[src/common/fcif_pkg.sv]
// Constants and types of the four-channel input filter.
// Assumes a 40 MHz system clock; counts below are derived from it.
//
// Notes on behaviour
// - Four inputs sampled; channel n reported in bit n of the input byte.
// - Block owns no output bytes; the bus never writes process data here.
// - A low-to-high change is reported only after a 3 ms filter delay.
// - A high-to-low change is reported only after a 3 ms filter delay.
// - No interrupts, no alarms, no diagnostic data for read-out.
// - One green indicator per channel follows that channel's reported state.
// - Red fault indicator flashes while a configuration error is present.
// - All four channels usable at once, in any mounting orientation.
package fcif_pkg;
    localparam int          FCIF_CLK_HZ        = 40_000_000;
    localparam int          FCIF_NUM_CH        = 4;
    localparam int          FCIF_BYTE_W        = 8;
    localparam logic [7:0]  FCIF_INPUT_OFFSET  = 8'h00;
    localparam int          FCIF_FILTER_US     = 3000;
    // Least time: whole cycles, no rounding up; the MHz divide truncates
    localparam int          FCIF_FILTER_CYC    = (FCIF_FILTER_US * (FCIF_CLK_HZ / 1_000_000) + 0);
    localparam int          FCIF_FLASH_HZ      = 2;
    localparam int          FCIF_FLASH_HALF_CYC = FCIF_CLK_HZ / (2 * FCIF_FLASH_HZ);
    localparam logic [3:0]  FCIF_RESERVED_ZERO = 4'h0;
endpackage

[src/rtl/fcif_top.sv]
// Four-channel filtered digital input with LEDs and a read-only input byte.
// Assumes asynchronous process inputs, and a bus side that samples the byte.
// Assumes the LED drivers and the bus coupler sit outside, on the same clock.
`timescale 1ns/1ps
`default_nettype none
module fcif_top
    import fcif_pkg::*;
#(
    parameter int FILTER_CYC     = FCIF_FILTER_CYC,
    parameter int FLASH_HALF_CYC = FCIF_FLASH_HALF_CYC
) (
    input  wire logic                   sys_clk,
    input  wire logic                   reset,
    input  wire logic [FCIF_NUM_CH-1:0] input_channel_n,
    input  wire logic                   config_error,
    input  wire logic                   bus_ok,
    output var  logic [FCIF_BYTE_W-1:0] input_state_byte,
    output var  logic [FCIF_NUM_CH-1:0] channel_led,
    output var  logic                   run_indicator,
    output var  logic                   module_fault_indicator
);
    localparam int CW = $clog2(FILTER_CYC + 1);
    localparam int FW = $clog2(FLASH_HALF_CYC + 1);

    logic [FCIF_NUM_CH-1:0] sync1_q, sync2_q, state_q;
    logic                   cfg1_q, cfg2_q, bok1_q, bok2_q;
    logic [FW-1:0]          flash_cnt_q;
    logic                   flash_q;
    wire                    flash_wrap = (flash_cnt_q == FW'(FLASH_HALF_CYC - 1));

    // Two-stage synchronisers; first stage feeds only the second
    always_ff @(posedge sys_clk) begin
        if (reset) begin
            sync1_q <= '0;
            sync2_q <= '0;
            cfg1_q  <= 1'b0;
            cfg2_q  <= 1'b0;
            bok1_q  <= 1'b0;
            bok2_q  <= 1'b0;
        end else begin
            sync1_q <= input_channel_n;
            sync2_q <= sync1_q;
            cfg1_q  <= config_error;
            cfg2_q  <= cfg1_q;
            bok1_q  <= bus_ok;
            bok2_q  <= bok1_q;
        end
    end

    // Each channel has its own filter so all four run at once
    genvar g;
    generate
        for (g = 0; g < FCIF_NUM_CH; g++) begin : g_ch
            logic [CW-1:0] cnt_q;
            wire           differs = (sync2_q[g] != state_q[g]);
            wire           expired = (cnt_q == CW'(FILTER_CYC - 1));
            // Any bounce restarts the delay, so glitches never reach the byte
            always_ff @(posedge sys_clk) begin
                if (reset) begin
                    cnt_q      <= '0;
                    state_q[g] <= 1'b0;
                end else if (!differs) begin
                    cnt_q <= '0;
                end else if (expired) begin
                    cnt_q      <= '0;
                    state_q[g] <= sync2_q[g];
                end else begin
                    cnt_q <= cnt_q + CW'(1);
                end
            end
        end
    endgenerate

    always_ff @(posedge sys_clk) begin
        if (reset) begin
            flash_cnt_q <= '0;
            flash_q     <= 1'b0;
        end else if (flash_wrap) begin
            flash_cnt_q <= '0;
            flash_q     <= ~flash_q;
        end else begin
            flash_cnt_q <= flash_cnt_q + FW'(1);
        end
    end

    // Outputs registered; no write path and no interrupt exist
    always_ff @(posedge sys_clk) begin
        if (reset) begin
            input_state_byte       <= '0;
            channel_led            <= '0;
            run_indicator          <= 1'b0;
            module_fault_indicator <= 1'b0;
        end else begin
            input_state_byte       <= {FCIF_RESERVED_ZERO, state_q};
            // LED power independence is board level; logic only mirrors state
            channel_led            <= state_q;
            run_indicator          <= bok2_q;
            module_fault_indicator <= cfg2_q & flash_q;
        end
    end

    property p_reserved_zero;
        @(posedge sys_clk) disable iff (reset) input_state_byte[7:4] == FCIF_RESERVED_ZERO;
    endproperty
    a_reserved_zero: assert property (p_reserved_zero) else $error("reserved bits not zero");

    property p_byte_tracks;
        @(posedge sys_clk) disable iff (reset)
            input_state_byte[FCIF_NUM_CH-1:0] == $past(state_q);
    endproperty
    a_byte_tracks: assert property (p_byte_tracks) else $error("byte does not follow state");

    property p_led_matches;
        @(posedge sys_clk) disable iff (reset) channel_led == input_state_byte[FCIF_NUM_CH-1:0];
    endproperty
    a_led_matches: assert property (p_led_matches) else $error("led differs from state");

    property p_rise_held;
        @(posedge sys_clk) disable iff (reset)
            $rose(state_q[0]) |-> $past(sync2_q[0], 1) && $past(sync2_q[0], 7);
    endproperty
    a_rise_held: assert property (p_rise_held) else $error("rise without stable input");

    property p_fall_held;
        @(posedge sys_clk) disable iff (reset)
            $fell(state_q[0]) |-> !$past(sync2_q[0], 1) && !$past(sync2_q[0], 7);
    endproperty
    a_fall_held: assert property (p_fall_held) else $error("fall without stable input");

    property p_no_change_equal;
        @(posedge sys_clk) disable iff (reset)
            (sync2_q == state_q) |=> $stable(state_q);
    endproperty
    a_no_change_equal: assert property (p_no_change_equal) else $error("state moved without cause");

    property p_fault_dark;
        @(posedge sys_clk) disable iff (reset) !cfg2_q |=> !module_fault_indicator;
    endproperty
    a_fault_dark: assert property (p_fault_dark) else $error("fault led lit without error");

    property p_fault_flash;
        @(posedge sys_clk) disable iff (reset)
            (cfg2_q && flash_q) |=> module_fault_indicator;
    endproperty
    a_fault_flash: assert property (p_fault_flash) else $error("fault led not flashing");

    c_rise: cover property (@(posedge sys_clk) disable iff (reset) $rose(state_q[0]));
    c_fall: cover property (@(posedge sys_clk) disable iff (reset) $fell(state_q[3]));
    c_all:  cover property (@(posedge sys_clk) disable iff (reset) state_q == '1);
    c_flash: cover property (@(posedge sys_clk) disable iff (reset) $rose(module_fault_indicator));
    c_glitch: cover property (@(posedge sys_clk) disable iff (reset)
        (g_ch[0].cnt_q != '0) ##1 (g_ch[0].cnt_q == '0) ##1 $stable(state_q[0]));

    // Checks below watch only state that this block drives itself
    property p_byte_stable;
        @(posedge sys_clk) disable iff (reset)
            $stable(state_q) |=> $stable(input_state_byte);
    endproperty
    a_byte_stable: assert property (p_byte_stable) else $error("byte moved without state change");

    property p_sync_chain;
        @(posedge sys_clk) disable iff (reset)
            sync2_q == $past(sync1_q);
    endproperty
    a_sync_chain: assert property (p_sync_chain) else $error("synchroniser stage skipped");

    property p_cfg_chain;
        @(posedge sys_clk) disable iff (reset)
            cfg2_q == $past(cfg1_q);
    endproperty
    a_cfg_chain: assert property (p_cfg_chain) else $error("error synchroniser stage skipped");

    property p_flash_wrap;
        @(posedge sys_clk) disable iff (reset)
            flash_wrap |=> (flash_cnt_q == '0);
    endproperty
    a_flash_wrap: assert property (p_flash_wrap) else $error("flash counter did not wrap");

    property p_flash_toggle;
        @(posedge sys_clk) disable iff (reset)
            flash_wrap |=> (flash_q != $past(flash_q));
    endproperty
    a_flash_toggle: assert property (p_flash_toggle) else $error("flash phase did not toggle");

    // The channel-0 checks are repeated per channel, since a slip in the
    // filter loop would otherwise only show on channels 1 to 3
    generate
        for (g = 0; g < FCIF_NUM_CH; g++) begin : g_chk
            property p_ch_rise;
                @(posedge sys_clk) disable iff (reset)
                    $rose(state_q[g]) |-> $past(sync2_q[g], 1) && $past(sync2_q[g], 7);
            endproperty
            a_ch_rise: assert property (p_ch_rise) else $error("channel rose without stable input");

            property p_ch_fall;
                @(posedge sys_clk) disable iff (reset)
                    $fell(state_q[g]) |-> !$past(sync2_q[g], 1) && !$past(sync2_q[g], 7);
            endproperty
            a_ch_fall: assert property (p_ch_fall) else $error("channel fell without stable input");

            // A count past its end would stretch the filter delay
            property p_cnt_bound;
                @(posedge sys_clk) disable iff (reset) g_ch[g].cnt_q <= CW'(FILTER_CYC - 1);
            endproperty
            a_cnt_bound: assert property (p_cnt_bound) else $error("filter counter out of range");

            // Agreement parks the counter, so a bounce restarts the delay
            property p_cnt_idle;
                @(posedge sys_clk) disable iff (reset)
                    (sync2_q[g] == state_q[g]) |=> (g_ch[g].cnt_q == '0);
            endproperty
            a_cnt_idle: assert property (p_cnt_idle) else $error("filter counter not restarted");

            property p_bit_lag;
                @(posedge sys_clk) disable iff (reset)
                    input_state_byte[g] == $past(state_q[g]);
            endproperty
            a_bit_lag: assert property (p_bit_lag) else $error("channel bit in wrong place");
        end
    endgenerate
endmodule
`default_nettype wire

[config.mk]
export PLATFORM = sky130hd
export DESIGN_NAME = fcif_top
export DESIGN_NICKNAME = d
export VERILOG_FILES = /design/src/common/fcif_pkg.sv /design/src/rtl/fcif_top.sv
export SDC_FILE = /design/constraint.sdc
export NUM_CORES = 1
export LEC_CHECK = 0
export BUFFER_PORTS_ARGS = -buffer_cell sky130_fd_sc_hd__buf_2
export CAP_MARGIN = 20
export CORE_ASPECT_RATIO = 0.9
export CORE_MARGIN = 1.5
export CORE_UTILIZATION = 29
export CTS_CLUSTER_DIAMETER = 150
export DETAILED_ROUTE_END_ITERATION = 8
export HOLD_SLACK_MARGIN = 0.05
export MAX_ROUTING_LAYER = met4
export PLACE_DENSITY_LB_ADDON = 0.1
export SKIP_CTS_REPAIR_TIMING = 1
export SYNTH_ARGS = -nofsm -noshare
export SYNTH_HDL_FRONTEND = slang
export SYNTH_SLANG_ARGS = --single-unit
[constraint.sdc]
create_clock -name sys_clk -period 4.8 [get_ports sys_clk]
set_clock_uncertainty 0.1 [all_clocks]
set_input_delay 0.96 -clock sys_clk [delete_from_list [all_inputs] [get_ports sys_clk]]
set_output_delay 0.96 -clock sys_clk [all_outputs]
set_load 0.05 [all_outputs]
* Word-level counts from Yosys, hierarchy flattened
Cells that the tools add are included.
Storage, ports and cells: output and inout bits 14, bits in writable memories 0, bits in registers 119, memory bits (read-only) 0, bits of input ports 8, memories kept 0, bits in latches 0
Operators by class: multipliers 0, shifts and indexed selects 0, magnitude comparators 0, multiplexer cells 0, equality and inequality tests 9, reduce and logical (&&, ||, !) cells 9, add/sub/neg operators 5, divide/modulo/power cells 0, bitwise gates (word level) 6
Operators by type and width (number):
- 17-bit by 1-bit adder with 17-bit output, second input constant | 4
- 17-bit equality test, second input constant | 4
- 24-bit by 1-bit adder with 24-bit output, second input constant | 1
- 24-bit equality test, second input constant | 1
- 3-bit OR reduction | 4
- 2-bit AND reduction | 4
- 1-bit NOT | 5
- 1-bit != test | 4
- 2-bit OR reduction | 1
- 1-bit bitwise AND | 1

* Longest topological paths before layout
Gate-level depths: netlist (run 1).
depth in word-level cells 3, mapped depth 7, depth with buffers taken out 5

* Worst setup path after synthesis (run 1)
Ideal clock, no wire load.
kind in2reg, start input port reset, end register g_ch[3].cnt_q[2], cell stages on the path 5, path buffers 2, setup time 0.117 ns, data arrival time 1.861 ns, required time 4.583 ns, slack 2.722 ns, cells stage by stage clkbuf_1 inv_1 o211ai_1 buf_2 nor2_1
On the way: longest elaborated chain between the ends 1
RTL lines:
- start: declaration | line fcif_top.sv:13 | input wire logic reset,
- 3-bit OR reduction (no source line)
- end signal: assignment | line fcif_top.sv:68 | cnt_q <= cnt_q + CW'(1);
- end: declaration | line fcif_top.sv:54 | logic [CW-1:0] cnt_q;
Every way passes these cells. A chain may end at the register's enable or synchronous reset.

* Worst setup path in the final report (run 1)
start register flash_cnt_q[0], end register flash_cnt_q[22]
On the way: longest elaborated chain between the ends 2, elaborated cells on any way between the ends 3
RTL lines:
- start: declaration | line fcif_top.sv:27 | logic [FW-1:0] flash_cnt_q;
- start signal: assignment | line fcif_top.sv:82 | flash_cnt_q <= flash_cnt_q + FW'(1);
- branches (longest 2 deep; another with 24-bit by 1-bit adder with 24-bit output)
Several ways; the timed one is not identified.

==> impl_metrics.yaml, run 1 <==
pwr:
  ir_drop_uv: 245
  leakage_nw: 1.81
  p_per_area_mw_per_mm2: 384
sta:
  slew_violations: 0
  max_freq_ghz: 0.455
  hold_ws_ps: 334
  rsz0062_at_grt: "no"
  post-route-period-util_pct: 45.8
  maxSlewHeadroom_pct: 51.2
  finalSetupTns_ps: 0
  worst_slack_ps: 2600
  hold_viol_final: 0
  worst_pin_slew_ps: 730
  finalCriticalPeriod_ps: 2200
  setup_violations: 0
yosys:
  synth_cell_types: 49
  synth_seq_cells: 115
  netlist.area_leader.share_pct: 46.4
  ys_top_cells_by_area: "dfxtp_1 46%, xnor2_1 8.8%, nor2_1 6.8%"
  synthArstFlopShare_pct: 0
  syn_avg_cell_area_sq_um: 9.05
  synth_cells: 548
  ys_warn_count: 0
  synth_top_area_cell: "dfxtp_1"
  yosysSeqAreaShare_pct: 46.4
  synthTopCellsByCount: "115 x dfxtp_1, 90 x nor2_1, 50 x xnor2_1, 33 x nand4_1, 29 x nand3_1"
  synth_edf_count: 0
  synth_area_sq_mm: 0.00496
  synthFlopType: "dfxtp_1"
  synth.most_common_cell: "dfxtp_1"
layout:
  fin_util_pct: 34.6
  drive_gt1_share_pct: 11.0
  syn_to_final_growth_pct: 17.1
  nets: 582
  diodes: 0
setup_path:
  path_cells: "ha_1, nand4_4, or4_4, or3_1, a21oi_2"
  worstReg2RegStart: "flash_cnt_q[0]$_SDFF_PP0_"
  crit_path_top_delay_cell: "or4_4"
  rrSetupSlack_ps: 2600
  cp.required_ps: 5050
  rr_endpoint: "flash_cnt_q[22]$_SDFF_PP0_"
  critPathKind: "reg -> reg"
  reg2reg_depth: 5
  startpoint: "flash_cnt_q[0]$_SDFF_PP0_"
  end_kind: "flip-flop"
  critical_path_arrival_ps: 2450
  worst_setup_path_start_kind: "flip-flop"
  cp_max_fo: 7
  slowest_delay_ps: 610
global_route:
  antenna_found_initial: 0
  grt_pass1_vias: 3452
  grt.overflow.total: 0
  grtUsageTotal_pct: 12.4
  grt_max_degree: 29
  grt_pass1_wl_mm: 16.9
clock_network:
  cts_tree: "yes"
  numCtsBuffers: 17
  clk_pin_slew_worst_paths_ps: 50
  clock_latency_ps: 410
  clock_path_buffers: 2
  htree_levels: 4
  cts.sink_count: 115
  cts_root_buf: "clkbuf_16"
job:
  maxCapViolations: 0
placement:
  gp_congestion: 0.752
  hpwl_mm: 6.69
  io_buffers: 17
  place_ws_ps: 2430
floorplan:
  die_height_um: 127
  die-area_sq_mm: 0.0179
  die_x_um: 141
  io_pins: 22
  rows: 45
  coreArea_sq_mm: 0.0168
  initial_utilization_pct: 29.6
min_path:
  holdPathEnd: "cfg2_q$_SDFF_PP0_"
  min-delay-start: "cfg1_q$_SDFF_PP0_"
  hold_depth: 1
  hp-class: "reg -> reg"
route:
  wl_per_cell_um: 12.5
  drt_first_pass_iters: 4
  vias: 3727
  drtIter0Drc: 188
  viasPerCell: 4.71
  routed_wirelength_mm: 9.92
  top_layer: "met4"
  met2_wirelength_mm: 4.27
  wl_met1_mm: 5.16
  route.met3.wl_um: 306
  drc: 0
  ant_nets: 0
status:
  status: "finished, final reports clean"
## how the worst max path moves through the flow
stage	end	cells after the start
2_1_floorplan	g_ch[3].cnt_q[2]$_SDFF_PP0_	5
3_3_place_gp	g_ch[2].cnt_q[3]$_SDFF_PP0_	5
3_5_place_dp	flash_cnt_q[8]$_SDFF_PP0_	5
4_1_cts	g_ch[1].cnt_q[8]$_SDFF_PP0_	4
5_1_grt	g_ch[1].cnt_q[12]$_SDFF_PP0_	4
6_report	flash_cnt_q[22]$_SDFF_PP0_	5
## cell families after synthesis
family / synth area share, %
AOI/OAI and AO/OA: 3.61
xor gates and xnor gates: 12.9
adders and majority gates: 1.26
buffers and inverters: 3.73
DFF: 46.4
muxes: 1.01
other: 0.0756
and+or+nand+nor: 31.0
## layout make-up
type                       count  area, sq um
fill                        1722        11000
multi-input combinational    398         2480
sequential                   115         2300
clock buffer                  28          547
tap                          211          264
timing repair buffer          20          108
inverter                      17         63.8
clock inverter                 3         40.0
## through the flow
step	instance area, sq um	instances	power, mW
after floorplan	4970	551	1.02
after global placement	5220	761	1.03
after detailed placement	5220	761	1.03
after CTS	5810	792	2.27
after global routing	5810	792	2.33
final	5810	792	2.23
## report_power, final
group,internal (mW),leakage (nW),switching (mW)
Combinational,0.00994,0.590,0.0248
Sequential,0.964,0.929,0.00629
Clock,0.817,0.293,0.410
Total,1.79,1.81,0.441
## registers in the layout, summed over array words and instances (netlist names)
| register | cells |
|---|---|
| run_indicator | 1 |
| channel_led | 4 |
| flash_cnt_q | 24 |
| cfg2_q | 1 |
| sync2_q | 4 |
| state_q | 4 |
| bok1_q | 1 |
| flash_q | 1 |
| cfg1_q | 1 |
| sync1_q | 4 |
| g_ch.cnt_q | 68 |
| module_fault_indicator | 1 |
| bok2_q | 1 |
## placed cells by master, fill, tap and decap left out, types with 5 or more instances in the layout
cell type,n
a21oi_1,8
and4_1,6
buf_2,17
clkbuf_16,17
clkbuf_8,8
dfxtp_1,115
ha_1,5
inv_1,17
mux2i_1,5
nand2_1,28
nand3_1,29
nand4_1,33
nor2_1,90
nor2b_1,17
nor3_1,18
nor4_1,24
o21ai_0,10
or3_1,7
xnor2_1,50
xor2_1,23
## layer usage
layer  GRT usage [%]  vias up
met5               -        -
met4            5.51        0
met3            3.82       15
met2            18.2       43
met1            15.6     1720
li1                -     1949
## worst max-delay path: cells and delay by family, from the launching register on
kind	cells	cell delay, ps
compound gates	1	130
fa+ha+maj	1	340
flops	1	420
simple gates	3	1140
No activity file was read; power rests on OpenSTA's default activity.
==> run 2, diff against run 1 <==
clock period = 2.06 ns   (was 4.8 ns; I/O delays follow)
==> run 2 against run 1 <==
  * Worst hold slack worse by 240 ps
  * First-iteration DRC count is 30% lower
  * Setup slack worse by 2500 ps
  * Largest power group unchanged
  * Count of clock-buffer cells in the layout is 6 lower
  * Highest routed layer unchanged
  * Critical path type unchanged
  * Combinational power grew to 2.8 times the previous value
==> impl_metrics.yaml, run 2 (synthesized netlist as in run 1, its figures left out) <==
sta:
  finalCriticalPeriod_ps: 1930
  hold_viol_final: 0
  slew_violations: 0
  hold_ws_ps: 97.9
  rsz0062_at_grt: "no"
  post-route-period-util_pct: 93.7
  setup_violations: 0
  finalSetupTns_ps: 0
  max_freq_ghz: 0.518
global_route:
  grt_pass1_wl_mm: 17.2
  grt.overflow.total: 0
  grt_pass1_vias: 3623
  antenna_found_initial: 0
  grtUsageTotal_pct: 12.6
  grt_max_degree: 18
route:
  drt_first_pass_iters: 4
  routed_wirelength_mm: 10.0
  drc: 0
  vias: 3806
  ant_nets: 0
  wl_per_cell_um: 12.3
  viasPerCell: 4.68
  drtIter0Drc: 131
layout:
  largest_reg_flops: 68
  layout_commonest_cell: "dfxtp_1"
  fillers: 1713
  reg_top3: "g_ch.cnt_q x68, flash_cnt_q x24"
  layout.cells.non_filler: 813
  syn_to_final_growth_pct: 20.1
  final_cell_mix: "115 x dfxtp_1, 90 x nor2_1, 50 x xnor2_1, 33 x nand4_1, 29 x nand3_1"
  diodes: 0
  fin_util_pct: 35.5
  drive_gt1_share_pct: 14.3
  largest-register: "g_ch.cnt_q"
  nets: 602
  design_area_sq_mm: 0.00596
clock_network:
  htree_levels: 4
  cts_tree: "yes"
  cts.sink_count: 115
  numCtsBuffers: 17
  clock_path_buffers: 2
  cts_root_buf: "clkbuf_16"
  clock_latency_ps: 420
  clk_pin_slew_worst_paths_ps: 60
setup_path:
  critPathKind: "reg -> reg"
  rr_endpoint: "flash_cnt_q[18]$_SDFF_PP0_"
  cp_max_fo: 6
  end_kind: "flip-flop"
  reg2reg_depth: 5
  worstReg2RegStart: "flash_cnt_q[1]$_SDFF_PP0_"
  rrSetupSlack_ps: 130
  critical_path_arrival_ps: 2190
  path_cells: "ha_2, nand4_4, or4_4, or3_1, a21oi_2"
  slowest_delay_ps: 590
  worst_setup_path_start_kind: "flip-flop"
  cp.required_ps: 2320
  crit_path_top_delay_cell: "or4_4"
min_path:
  min-delay-start: "input_channel_n[3]"
  hold_depth: 2
  hp-class: "in -> reg"
  holdPathEnd: "sync1_q[3]$_SDFF_PP0_"
floorplan:
  coreArea_sq_mm: 0.0168
  initial_utilization_pct: 29.6
  die_height_um: 127
  die-area_sq_mm: 0.0179
  die_x_um: 141
  io_pins: 22
  rows: 45
placement:
  io_buffers: 17
  gp_congestion: 0.767
  hpwl_mm: 7.03
  dpl-instance-area_sq_mm: 0.00538
  dp_cells: 781
job:
  maxCapViolations: 0
pwr:
  p_per_area_mw_per_mm2: 872
  ir_drop_uv: 534
  leakage_nw: 1.90
status:
  status: "finished, final reports clean"
==> run 2: cell count changes in the layout (fill, tap and decap cells not counted) <==
cell        previous run  this run
buf_4                  3        22
clkbuf_8               8         2
ha_1                   5         4
ha_2                   0         1
buf_12                 0         1
clkinvlp_4             0         3
clkinv_2               2         5
bufinv_16              1         2
==> run 2: final cells by class <==
class                           instances  area, sq um  area share [%]
Multi-Input combinational cell        398         2480            41.7
Sequential cell                       115         2300            38.6
Clock buffer                           22          464            7.79
Timing Repair Buffer                   40          270            4.54
Tap cell                              211          264            4.43
Clock inverter                         10          108            1.81
Inverter                               17         63.8            1.07
==> run 2: per-layer routing <==
metal	track usage, %	wire [um]
met5	-	0
met1	15.9	5170
met4	6.31	189
met3	3.82	299
met2	18.2	4350
==> run 2: worst max-delay path: cells and delay by family (launching register included) <==
family / cells / cell delay (ps)
and+or+nand+nor: 3 / 1040
DFF: 1 / 330
adders and majority gates: 1 / 260
AOI/OAI and AO/OA: 1 / 130
==> run 2: worst max-delay path by stage <==
stage,to,from,cells past startpoint,slack (ps)
2_1_floorplan,flash_cnt_q[20]$_SDFF_PP0_,flash_cnt_q[0]$_SDFF_PP0_,5,70
3_3_place_gp,flash_cnt_q[20]$_SDFF_PP0_,flash_cnt_q[0]$_SDFF_PP0_,5,130
3_5_place_dp,flash_cnt_q[18]$_SDFF_PP0_,flash_cnt_q[1]$_SDFF_PP0_,5,80
4_1_cts,flash_cnt_q[18]$_SDFF_PP0_,flash_cnt_q[1]$_SDFF_PP0_,5,60
5_1_grt,flash_cnt_q[18]$_SDFF_PP0_,flash_cnt_q[1]$_SDFF_PP0_,5,30
6_report,flash_cnt_q[18]$_SDFF_PP0_,flash_cnt_q[1]$_SDFF_PP0_,5,130
==> run 2: per-stage QoR <==
stage	power, mW	setup slack [ps]
after global placement	2.40	135
final	5.19	131
after floorplan	2.37	67.4
after detailed placement	2.40	84.9
after global routing	5.38	29.7
after CTS	5.28	59.0
==> run 2: power by group <==
part / total [mW] / switching [mW] / internal, mW
clock network: 2.84 / 1.01 / 1.83
logic: 0.0979 / 0.0638 / 0.0342
registers: 2.26 / 0.0119 / 2.25
